**config.mk**
```make
export PLATFORM = sky130hd
export DESIGN_NAME = spl_sector_protect
export DESIGN_NICKNAME = d
export VERILOG_FILES = /design/src/rtl/spl_sector_protect.v
export VERILOG_INCLUDE_DIRS = /design/src /design/src/rtl
export SDC_FILE = /design/constraint.sdc
export NUM_CORES = 2
export LEC_CHECK = 0
export BUFFER_PORTS_ARGS = -buffer_cell sky130_fd_sc_hd__buf_2
export CAP_MARGIN = 0
export CORE_MARGIN = 4
export CORE_UTILIZATION = 45
export DETAILED_ROUTE_END_ITERATION = 6
export HOLD_SLACK_MARGIN = 0.05
export SYNTH_ARGS = -nofsm -noshare
export SYNTH_HDL_FRONTEND = slang
export SYNTH_SLANG_ARGS = --single-unit
```
**constraint.sdc**
```tcl
create_clock -name clk_sys_in -period 30.4 [get_ports clk_sys_in]
set_clock_uncertainty 0.15 [all_clocks]
set_input_delay 1.52 -clock clk_sys_in [delete_from_list [all_inputs] [get_ports clk_sys_in]]
set_output_delay 1.52 -clock clk_sys_in [all_outputs]
set_load 0.01 [all_outputs]
```
**src/rtl/spl_consts.vh**
```
/*
  Constants for the sector protection logic: register offsets, field
  positions, command codes, reset values and timing counts.
  Assumes a 250 MHz system clock.
*/
`ifndef SPL_CONSTS_VH
`define SPL_CONSTS_VH

// Register offsets (byte addresses)
`define SPL_REG_STATUS 5'h00
`define SPL_REG_ADDR 5'h04
`define SPL_REG_CMD 5'h08
`define SPL_REG_RESULT 5'h0c
`define SPL_REG_PW_LO 5'h10
`define SPL_REG_PW_HI 5'h14

// Status fields
`define SPL_ST_BUSY 0
`define SPL_ST_LOCK 1
`define SPL_ST_PWMODE 2
`define SPL_ST_PERR 3
`define SPL_ST_PROT 4
`define SPL_ST_FAIL 5

// Command field: code in [2:0], dynamic value in bit 3
`define SPL_CMD_VAL 3
`define SPL_OP_PPROG 3'h1
`define SPL_OP_PERASE 3'h2
`define SPL_OP_PREAD 3'h3
`define SPL_OP_DWRITE 3'h4
`define SPL_OP_LCLR 3'h5
`define SPL_OP_UNLK 3'h6

// Mapping of the parameter blocks
`define SPL_UNITS 542
`define SPL_PARAM_TOP 8'hff
`define SPL_PARAM_BASE 10'd510

// Reset and factory values
`define SPL_BITS_ERASED 1'b1
`define SPL_LOCK_RST 1'b0

// Timing: figures in their own units, counts derived
`define SPL_CLK_MHZ 250
`define SPL_PROG_TIME_US 200
`define SPL_ERASE_TIME_US 40000
`define SPL_UNLK_TIME_US 100
`define SPL_READ_LAT_NS 20
`define SPL_PROG_CYC (`SPL_PROG_TIME_US * `SPL_CLK_MHZ)
`define SPL_ERASE_CYC (`SPL_ERASE_TIME_US * `SPL_CLK_MHZ)
`define SPL_UNLK_CYC (`SPL_UNLK_TIME_US * `SPL_CLK_MHZ)
`define SPL_READ_CYC ((`SPL_READ_LAT_NS * `SPL_CLK_MHZ + 999) / 1000)

`endif

```
**src/rtl/spl_sector_protect.v**
```verilog
/*
  Sector protection logic: persistent and dynamic bits per unit, a lock over the persistent bits, password unlock, array checks.
  Assumes a command decoder that drives both ports synchronously to clk_sys_in.
*/
`timescale 1ns/1ns
`include "spl_consts.vh"

module spl_sector_protect #(
  parameter [23:0] PROG_CYC = `SPL_PROG_CYC,
  parameter [23:0] ERASE_CYC = `SPL_ERASE_CYC,
  parameter [23:0] UNLK_CYC = `SPL_UNLK_CYC
) (
  // Clock and resets
  input wire clk_sys_in,
  input wire nrst_in,
  input wire cold_start_in,
  input wire sw_reset_in,
  // Straps and secrets
  input wire mode_pw_in,
  input wire [63:0] hidden_pw_in,
  // Register port
  input wire [4:0] reg_addr_in,
  input wire [31:0] reg_wdata_in,
  input wire reg_wr_in,
  input wire reg_rd_in,
  output reg [31:0] reg_rdata_out,
  // Array check port
  input wire arr_req_in,
  input wire arr_wr_in,
  input wire [24:0] arr_addr_in,
  output reg arr_ack_out,
  output reg arr_ok_out,
  // Status
  output reg busy_out
);

  // One-hot states of the sequencer
  localparam [6:0] S_IDLE = 7'h01;
  localparam [6:0] S_PROG = 7'h02;
  localparam [6:0] S_PREP = 7'h04;
  localparam [6:0] S_VERI = 7'h08;
  localparam [6:0] S_ERAS = 7'h10;
  localparam [6:0] S_READ = 7'h20;
  localparam [6:0] S_UNLK = 7'h40;
  localparam [23:0] RD_CYC = `SPL_READ_CYC;
  localparam N = `SPL_UNITS;

  // Unit of a byte address; low address bits are don't care
  function [9:0] unit_of;
    input [24:0] a;
    begin
      if (a[24:17] == `SPL_PARAM_TOP) begin
        unit_of = `SPL_PARAM_BASE + {5'h00, a[16:12]};
      end else begin
        unit_of = {1'b0, a[24:16]};
      end
    end
  endfunction

  reg [N-1:0] pbit; // Persistent bits, survive hardware reset unless cold start
  reg [N-1:0] dbit; // Dynamic bits, volatile
  reg [6:0] state; // Sequencer state
  reg [23:0] tmr; // Time left in the current step
  reg [9:0] unit; // Unit of the pending command
  reg [24:0] addr; // Address register
  reg [63:0] pw; // Supplied password
  reg lock; // Lock over the persistent bits
  reg lock_gone; // Lock cleared since hardware reset
  reg pw_mode; // Strap captured after reset
  reg init_pend; // Strap not yet captured
  reg perr; // Program error, sticky
  reg prot; // Protection error, sticky
  reg fail; // Last persistent operation failed
  reg rbit; // Last persistent bit read
  reg rvalid; // Read result ready

  // Decoded strobes
  wire cmd_wr = reg_wr_in && (reg_addr_in == `SPL_REG_CMD);
  wire st_wr = reg_wr_in && (reg_addr_in == `SPL_REG_STATUS);
  wire [2:0] op = reg_wdata_in[2:0];
  wire [9:0] cmd_unit = unit_of(addr);
  wire [9:0] arr_unit = unit_of(arr_addr_in);
  wire idle = (state == S_IDLE) && !init_pend;
  // Unlock allowed: password mode, no lock clear since reset, match
  wire pw_ok = pw_mode && !lock_gone && (pw == hidden_pw_in);
  // Events that set error bits this cycle
  reg set_perr;
  reg set_prot;
  reg set_fail;
  reg clr_fail;

  // Combined protection of the array's unit
  wire arr_prot;
  // dynamic counts only when persistent erased
  assign arr_prot = !(pbit[arr_unit] && dbit[arr_unit]);

  // Array request check, answered one cycle later
  always @(posedge clk_sys_in) begin
    if (!nrst_in) begin
      arr_ack_out <= 1'b0;
      arr_ok_out <= 1'b0;
    end else begin
      arr_ack_out <= arr_req_in;
      arr_ok_out <= arr_req_in && (arr_wr_in ? !arr_prot : (state != S_PROG));
    end
  end

  // Error events from the command path
  always @* begin
    set_perr = 1'b0;
    set_prot = 1'b0;
    set_fail = 1'b0;
    clr_fail = 1'b0;
    if (cmd_wr && idle && (op == `SPL_OP_PPROG || op == `SPL_OP_PERASE)) begin
      set_perr = !lock;
      set_prot = !lock;
      set_fail = !lock;
      clr_fail = lock;
    end else if (cmd_wr && idle && op == `SPL_OP_UNLK) begin
      // wrong password or no right to unlock
      set_perr = !pw_ok;
      set_prot = !pw_ok;
    end
  end

  // Sticky error bits; a set in the clearing cycle wins
  always @(posedge clk_sys_in) begin
    if (!nrst_in) begin
      perr <= 1'b0;
      prot <= 1'b0;
      fail <= 1'b0;
    end else begin
      // A set in the same cycle beats a write-one clear
      perr <= set_perr || (perr && !(st_wr && reg_wdata_in[`SPL_ST_PERR]));
      prot <= set_prot || (prot && !(st_wr && reg_wdata_in[`SPL_ST_PROT]));
      fail <= set_fail || (fail && !clr_fail);
    end
  end

  // Lock bit and mode strap
  always @(posedge clk_sys_in) begin
    if (!nrst_in) begin
      // Strap is a port, so it is caught after release
      lock <= `SPL_LOCK_RST;
      lock_gone <= 1'b0;
      pw_mode <= 1'b0;
      init_pend <= 1'b1;
    end else if (init_pend) begin
      init_pend <= 1'b0;
      pw_mode <= mode_pw_in;
      lock <= ~mode_pw_in;
    end else if (cmd_wr && idle && op == `SPL_OP_LCLR) begin
      // lock clear, no command sets it back
      lock <= 1'b0;
      lock_gone <= 1'b1;
    end else if (cmd_wr && idle && op == `SPL_OP_UNLK) begin
      // only a matching password sets the lock
      if (pw_ok) begin
        lock <= 1'b1;
      end
    end
    // software reset does not touch the lock
  end

  // Address and password registers
  always @(posedge clk_sys_in) begin
    if (!nrst_in) begin
      addr <= 25'h0000000;
      pw <= 64'h0000000000000000;
    end else if (reg_wr_in) begin
      // address taken as given by the host
      if (reg_addr_in == `SPL_REG_ADDR) begin
        addr <= reg_wdata_in[24:0];
      end
      if (reg_addr_in == `SPL_REG_PW_LO) begin
        pw[31:0] <= reg_wdata_in;
      end
      if (reg_addr_in == `SPL_REG_PW_HI) begin
        pw[63:32] <= reg_wdata_in;
      end
    end
  end

  // Dynamic bits, volatile; resets set every dynamic bit to unprotect
  always @(posedge clk_sys_in) begin
    if (!nrst_in || sw_reset_in) begin
      dbit <= {N{1'b1}};
    end else if (cmd_wr && idle && op == `SPL_OP_DWRITE) begin
      // write zero to protect, one to unprotect
      dbit[cmd_unit] <= reg_wdata_in[`SPL_CMD_VAL];
    end
  end

  // Sequencer for persistent bit program, erase, read, unlock delay.
  // On reset, persistent bits take the erased value only on a cold start, as
  // a stand-in for the factory state; plain hardware reset keeps them.
  always @(posedge clk_sys_in) begin
    if (!nrst_in) begin
      state <= S_IDLE;
      tmr <= 24'h000000;
      unit <= 10'h000;
      rbit <= 1'b0;
      rvalid <= 1'b0;
      busy_out <= 1'b0;
      if (cold_start_in) begin
        pbit <= {N{`SPL_BITS_ERASED}};
      end
    end else begin
      // Shared countdown; a state that loads the timer overrides it
      if (tmr != 24'h000000) begin
        tmr <= tmr - 24'h000001;
      end
      case (state)
        S_IDLE: begin
          if (cmd_wr && idle) begin
            unit <= cmd_unit;
            case (op)
              `SPL_OP_PPROG, `SPL_OP_PERASE: begin
                // lock one lets persistent bits change
                if (lock) begin
                  tmr <= PROG_CYC - 24'h000001;
                  state <= (op == `SPL_OP_PPROG) ? S_PROG : S_PREP;
                  busy_out <= 1'b1;
                end
              end
              `SPL_OP_PREAD: begin
                tmr <= RD_CYC - 24'h000001;
                rvalid <= 1'b0;
                state <= S_READ;
                busy_out <= 1'b1;
              end
              `SPL_OP_UNLK: begin
                // Failed unlock holds off the next try
                if (!pw_ok) begin
                  tmr <= UNLK_CYC - 24'h000001;
                  state <= S_UNLK;
                  busy_out <= 1'b1;
                end
              end
              default: begin
                state <= S_IDLE;
              end
            endcase
          end
        end
        S_PROG: begin
          if (tmr == 24'h000000) begin
            // program drives one bit to zero
            pbit[unit] <= 1'b0;
            state <= S_IDLE;
            busy_out <= 1'b0;
          end
        end
        S_PREP: begin
          if (tmr == 24'h000000) begin
            pbit <= {N{1'b0}};
            state <= S_VERI;
          end
        end
        S_VERI: begin
          // Verify preprogram; retry it if any bit is still set
          if (pbit == {N{1'b0}}) begin
            tmr <= ERASE_CYC - 24'h000001;
            state <= S_ERAS;
          end else begin
            tmr <= PROG_CYC - 24'h000001;
            state <= S_PREP;
          end
        end
        S_ERAS: begin
          if (tmr == 24'h000000) begin
            pbit <= {N{`SPL_BITS_ERASED}};
            state <= S_IDLE;
            busy_out <= 1'b0;
          end
        end
        S_READ: begin
          if (tmr == 24'h000000) begin
            rbit <= pbit[unit];
            rvalid <= 1'b1;
            state <= S_IDLE;
            busy_out <= 1'b0;
          end
        end
        S_UNLK: begin
          if (tmr == 24'h000000) begin
            state <= S_IDLE;
            busy_out <= 1'b0;
          end
        end
        default: begin
          state <= S_IDLE;
          busy_out <= 1'b0;
        end
      endcase
    end
  end

  // Register read, data one cycle after the strobe only
  always @(posedge clk_sys_in) begin
    if (!nrst_in || !reg_rd_in) begin
      reg_rdata_out <= 32'h00000000;
    end else begin
      case (reg_addr_in)
        `SPL_REG_STATUS: begin
          // progress shows in the busy bit
          reg_rdata_out <= {26'h0000000, fail, prot, perr,
                            pw_mode, lock, busy_out};
        end
        `SPL_REG_ADDR: begin
          reg_rdata_out <= {7'h00, addr};
        end
        `SPL_REG_RESULT: begin
          reg_rdata_out <= {30'h00000000, rvalid, rbit};
        end
        default: begin
          // Command and password read as zero
          reg_rdata_out <= 32'h00000000;
        end
      endcase
    end
  end

endmodule // spl_sector_protect

```
After elaboration in Yosys (flattened, before gate mapping)
Cells that the tools add are included.
{"block": "op_classes", "n_addsub": 3, "magnitude_cmp": 5, "n_eq_ne": 34, "mux": 56, "bitwise": 5, "reduce_logical": 56}
{"op": "542-bit two-way mux", "count": 5}
{"op": "542-bit one-hot mux with 3 select lines", "count": 1}
{"op": "542-bit bitwise AND", "count": 1}
{"op": "542-bit bitwise mux", "count": 1}
{"op": "542-bit logical NOT", "count": 1}
{"op": "542-bit inverter", "count": 1}
{"op": "24-bit two-way mux", "count": 5}
{"op": "25-bit one-hot mux with 3 select lines", "count": 1}
{"op": "24-bit one-hot mux with 3 select lines", "count": 1}
{"op": "64-bit equality test", "count": 1}
{"op": "24-bit one-hot mux with 2 select lines", "count": 1}
{"op": "7-bit two-way mux", "count": 5}
{"op": "10-bit by 11-bit less-than comparator with 1-bit output (second input constant)", "count": 3}
{"op": "1-bit binary-select mux with 10-bit select", "count": 3}
{"op": "7-bit one-hot mux with 4 select lines", "count": 1}
{"op": "24-bit logical NOT", "count": 1}
{"op": "24-bit nonzero test", "count": 1}
{"op": "24-bit by 1-bit subtractor with 24-bit output (second input constant)", "count": 1}
{"op": "1-bit two-way mux", "count": 22}
{"op": "7-bit one-hot mux with 3 select lines", "count": 1}
{"op": "9-bit by 5-bit adder with 10-bit output (first input constant)", "count": 2}
{"op": "1-bit demux with 10-bit select", "count": 2}
{"op": "10-bit by 1-bit greater-or-equal comparator with 1-bit output (second input constant)", "count": 2}
{"op": "10-bit two-way mux", "count": 2}
{"op": "36 further kinds", "count": 94}
{"block": "totals", "register_bits": 1258, "output_inout_bits": 35, "elab_cells": 180}

Depth between registers and ports, before layout
{"block": "depth", "word_depth": 9, "ltp_mapped": 17, "ltp_nobuf": 12}

Worst setup path after synthesis
No wires, ideal clock.
{"block": "synth_timing", "path_kind": "reg-to-reg", "start": "register state[4]", "end": "register pbit[0], enable pin", "setup_time_ps": 1597, "arrival_time_ps": 27565, "path_slack_ps": 1088, "path_stages_with_launch": 9, "synth_period_minus_slack_ps": 29312, "path_cell_list": "dfxtp_1 > buf_2 > nor2_2 > nand2_1 > nor4b_1 > clkbuf_1 > buf_1 > o21ai_0 > o2bb2ai_1"}
{"block": "synth_between", "elab_chain_cells": 3}
{"item": "start: declaration", "line": "spl_sector_protect.v:62", "text": "reg [6:0] state;"}
{"item": "start signal: assignment", "line": "spl_sector_protect.v:222", "text": "state <= (op == `SPL_OP_PPROG) ? S_PROG : S_PREP;"}
{"item": "7-bit by 5-bit equality test with 1-bit output, or another cell as far along", "line": "spl_sector_protect.v:213", "text": "case (state)"}
{"item": "4-bit by 1-bit inequality test with 1-bit output (no source line) or 3-bit inequality test (tied branches)"}
{"item": "5-bit AND reduction (no source line) *"}
{"item": "end signal: assignment", "line": "spl_sector_protect.v:206", "text": "pbit <= {N{`SPL_BITS_ERASED}};"}
{"item": "end signal: assignment", "line": "spl_sector_protect.v:256", "text": "pbit <= {N{1'b0}};"}
{"item": "end signal: assignment", "line": "spl_sector_protect.v:272", "text": "pbit <= {N{`SPL_BITS_ERASED}};"}
{"item": "end: declaration", "line": "spl_sector_protect.v:60", "text": "reg [N-1:0] pbit;"}
Every way passes the cells marked *; elsewhere a longest branch is shown, timed or not.
A chain may end at the register's enable or synchronous reset.

Final worst setup path
{"block": "layout_timing", "start": "input port arr_addr_in[21]", "end": "register arr_ok_out"}
{"block": "layout_between", "elab_chain_cells": 7}
{"item": "start: declaration", "line": "spl_sector_protect.v:30", "text": "input wire [24:0] arr_addr_in,"}
{"item": "8-bit equality test (no source line)"}
{"item": "10-bit two-way mux *", "line": "spl_sector_protect.v:52", "text": "if (a[24:17] == `SPL_PARAM_TOP) begin"}
{"item": "1-bit binary-select mux with 10-bit select", "line": "spl_sector_protect.v:95", "text": "assign arr_prot = !(pbit[arr_unit] && dbit[arr_unit]);"}
{"item": "1-bit two-way mux (implied by the code)", "line": "spl_sector_protect.v:95"}
{"item": "1-bit logical AND *", "line": "spl_sector_protect.v:95"}
{"item": "1-bit two-way mux *", "line": "spl_sector_protect.v:104", "text": "arr_ok_out <= arr_req_in && (arr_wr_in ? !arr_prot : (state != S_PROG));"}
{"item": "1-bit logical AND *", "line": "spl_sector_protect.v:104"}
{"item": "end signal: assignment", "line": "spl_sector_protect.v:104"}
{"item": "end: declaration", "line": "spl_sector_protect.v:32", "text": "output reg arr_ok_out,"}
Every way passes the cells marked *; elsewhere a longest branch is shown, timed or not. The select of a mux whose other input is x is not followed.

==> flow_summary_export.csv <==
group,metric,value,unit
clocking,cts_resized,0,
timing,min_period,7460,ps
power,p_sw_share,26.2,%
power,p_switching,1.08,mW
timing,finalSetupTns,0,ps
power,combPwrFrac,9.8,%
power,leakagePower,24.4,nW
floorplan,rows,141,
route,routed_wl,276000,um
floorplan,coreArea,148000,sq um
logic_synthesis,syn_area,67200,sq um
clocking,clk_latency,810,ps
layout,fin_nets,6976,
power,vdd_ir_drop_max,57.0,uV
placed_design,placed_cell_area,68900,sq um
timing,fin_crit_sh,24.5,%
logic_synthesis,synth_cell_types,103,
logic_synthesis,yosysWarnings,0,
placed_design,gp_congestion,0.918,
route,ant_nets,0,
clocking,clk_path_buf_depth,3,
global_route,grt_max_degree,263,
route,drc,1,
run_status,violations,"design-rule violations, max-capacitance violations",
logic_synthesis,synth_edf_count,542,
route,vias_per_cell,7.11,
setup_path,crit_path_start_kind,"input port",
setup_path,worstPathMaxFanout,85,
setup_path,endpoint_kind,"flop",
global_route,grt_pass1_wl,397000,um
logic_synthesis,yosysSeqAreaShare,45.3,%
timing,hold_viol_final,0,
timing,timing.hold.ws,302,ps
layout,fin_area,73900,sq um
worst_hold_path,hp-start,"addr[11]$_SDFFE_PN0P_",
worst_hold_path,holdPathStages,2,
clocking,cts-hold-fix-buffers,0,
layout,drive_gt1_share,12.5,%
global_route,track_usage,33.7,%
route,drtPass1Iterations,7,
logic_synthesis,synthFlopType,"dfxtp_1",
logic_synthesis,ys_seq_elements,1251,
floorplan,dieHeight,394,um
clocking,cts.sinks,1251,
logic_synthesis,syn_inst,7172,
global_route,grt_pass1_vias,56903,
clocking,postCtsSetupBuffers,0,
placed_design,io_buffers,150,
route,wl_per_cell,31.0,um
floorplan,start_util,45.4,%
clocking,cts-root-buf,"clkbuf_16",
run_status,status,"finished with violations",
floorplan,die_w,394,um
setup_path,r2r-start,"unit[1]$_SDFFE_PN0P_",
setup_path,critPathLaunch,"arr_addr_in[21]",
setup_path,cp.arrival,7900,ps
clocking,cts_tree,"built",
logic_synthesis,ys_async_sr_fraction,0,%
route,drtIter0Drc,9811,
power,clock_power_share,45.4,%
global_route,antenna_found_initial,18,
timing,rsz0062_at_grt,"false",
logic_synthesis,syn_area_per_cell,9.37,sq um
setup_path,worstPathRequired,30840,ps
clocking,htree_levels,4,
layout,n_fill_cell,13624,
layout,area_growth,10.0,%
clocking,path_clk_slew,60,ps
timing,worst_pin_slew,1480,ps
layout,final_util,50.0,%
power,p_per_area,55.5,nW/um^2
power,internal_power,3.02,mW
timing,setup_viol,0,
placed_design,place_hpwl,164000,um
power,total_power,4.10,mW
global_route,grt_overflow,0,
clocking,numCtsBuffers,143,
setup_path,ff2ff_path_depth,11,
worst_hold_path,hold_class,"reg2reg",
timing,fmax,134,MHz
power,seq_power_share,44.8,%
floorplan,dieArea,156000,sq um
timing,drv_slew,0,
setup_path,critical_path_class,"in2reg",
floorplan,io_pins,170,
route,vias,63207,
flow_run,maxCapViolCount,1,
timing,slew_headroom,0.198,%
## through the flow
stage	cells	setup WS (ps)
CTS	8882	23440
global placement	8619	22610
floorplan	7178	1090
global route	8885	22980
finish	8894	22940
detailed placement	8620	22610
## registers in the layout (all words and copies together) (netlist names), 7 cells and up, named ones only
| name | cells |
|---|---|
| addr | 25 |
| dbit | 542 |
| pbit | 542 |
| pw | 64 |
| reg_rdata_out | 25 |
| state | 7 |
| tmr | 24 |
| unit | 10 |
## cells in the mapped netlist (53+ instances only)
master	number	area share [%]
buf_1	73	0.41
a31oi_1	76	0.71
a21oi_1	733	5.5
nor3_1	53	0.39
o21ai_0	623	4.6
nand2_1	754	4.2
edfxtp_1	542	24
nor4_1	201	1.9
dfxtp_1	709	21
mux4_2	154	5.2
buf_2	107	0.80
o311ai_0	441	5.7
a21o_1	545	6.1
clkbuf_1	600	3.4
and3_1	81	0.75
nand4_1	86	0.80
a22oi_1	71	0.79
nor2_1	167	0.93
nand3_1	419	3.1
mux2i_1	113	1.7
## kinds of logic (layout without fill, tap and decap cells)
kind of cell | count (synthesis) | count (layout) | share of synthesized area [%]
other cells | 1 | 19 | 0.00558
flops | 1251 | 1251 | 45.3
buf+inv | 858 | 632 | 5.38
xor+xnor | 72 | 72 | 0.938
compound gates | 2814 | 2814 | 27.6
mux | 282 | 282 | 7.18
fa+ha+maj | 6 | 6 | 0.112
simple gates | 1888 | 1888 | 13.5
## cells in the final DEF (no fill, tap or decap), types with 118 or more instances in the layout
cell       count
mux4_2       154
dfxtp_1      707
buf_2        150
nand2_1      751
nand3_1      418
buf_4        181
o311ai_0     440
a21oi_1      733
edfxtp_1     542
clkbuf_16    144
nor2_1       118
nor4_1       196
o21ai_0      621
a21o_1       545
## routing by layer
metal / GRT usage, % / wire length (um)
met5: 0 / 34
met4: 17.6 / 17000
met3: 9.15 / 34800
met2: 49.5 / 118000
met1: 45.5 / 106000
## cell type report
type | count | area (sq um) | area share [%]
clock buffers | 200 | 4090 | 5.54
diodes | 12 | 30.0 | 0.0406
well taps | 1930 | 2410 | 3.27
multi-input cells | 5069 | 33600 | 45.4
clock inverters | 62 | 937 | 1.27
repair buffers | 339 | 2270 | 3.07
flip-flops and latches | 1251 | 30500 | 41.2
inverters | 31 | 126 | 0.171
## critical path: stages
cell      delay [ps]
buf_2            270
and4_1           560
nand3_4          660
nand2_8          630
buf_4            790
buf_12           530
mux2i_1          150
a211o_1          340
o22ai_1          640
o221ai_1         490
nand4_1          220
o21ai_0          100
o311ai_1         900
## final timing paths
| check | to | slack [ps] |
|---|---|---|
| max | arr_ok_out$_SDFF_PN0_ | 22940 |
| min | addr[11]$_SDFFE_PN0P_ | 300 |
| max reg2reg | rbit$_SDFFE_PN0P_ | 24760 |
| min reg2reg | addr[11]$_SDFFE_PN0P_ | 300 |
## power groups by stage
stage	Clock, mW	Combinational (mW)	Sequential, mW
2_1_floorplan	0	0.272	1.89
3_3_place_gp	0	0.385	1.87
3_5_place_dp	0	0.389	1.87
4_1_cts	1.87	0.391	1.83
5_1_grt	1.95	0.427	1.84
6_report	1.86	0.402	1.84
(Power assumes the default switching activity.)
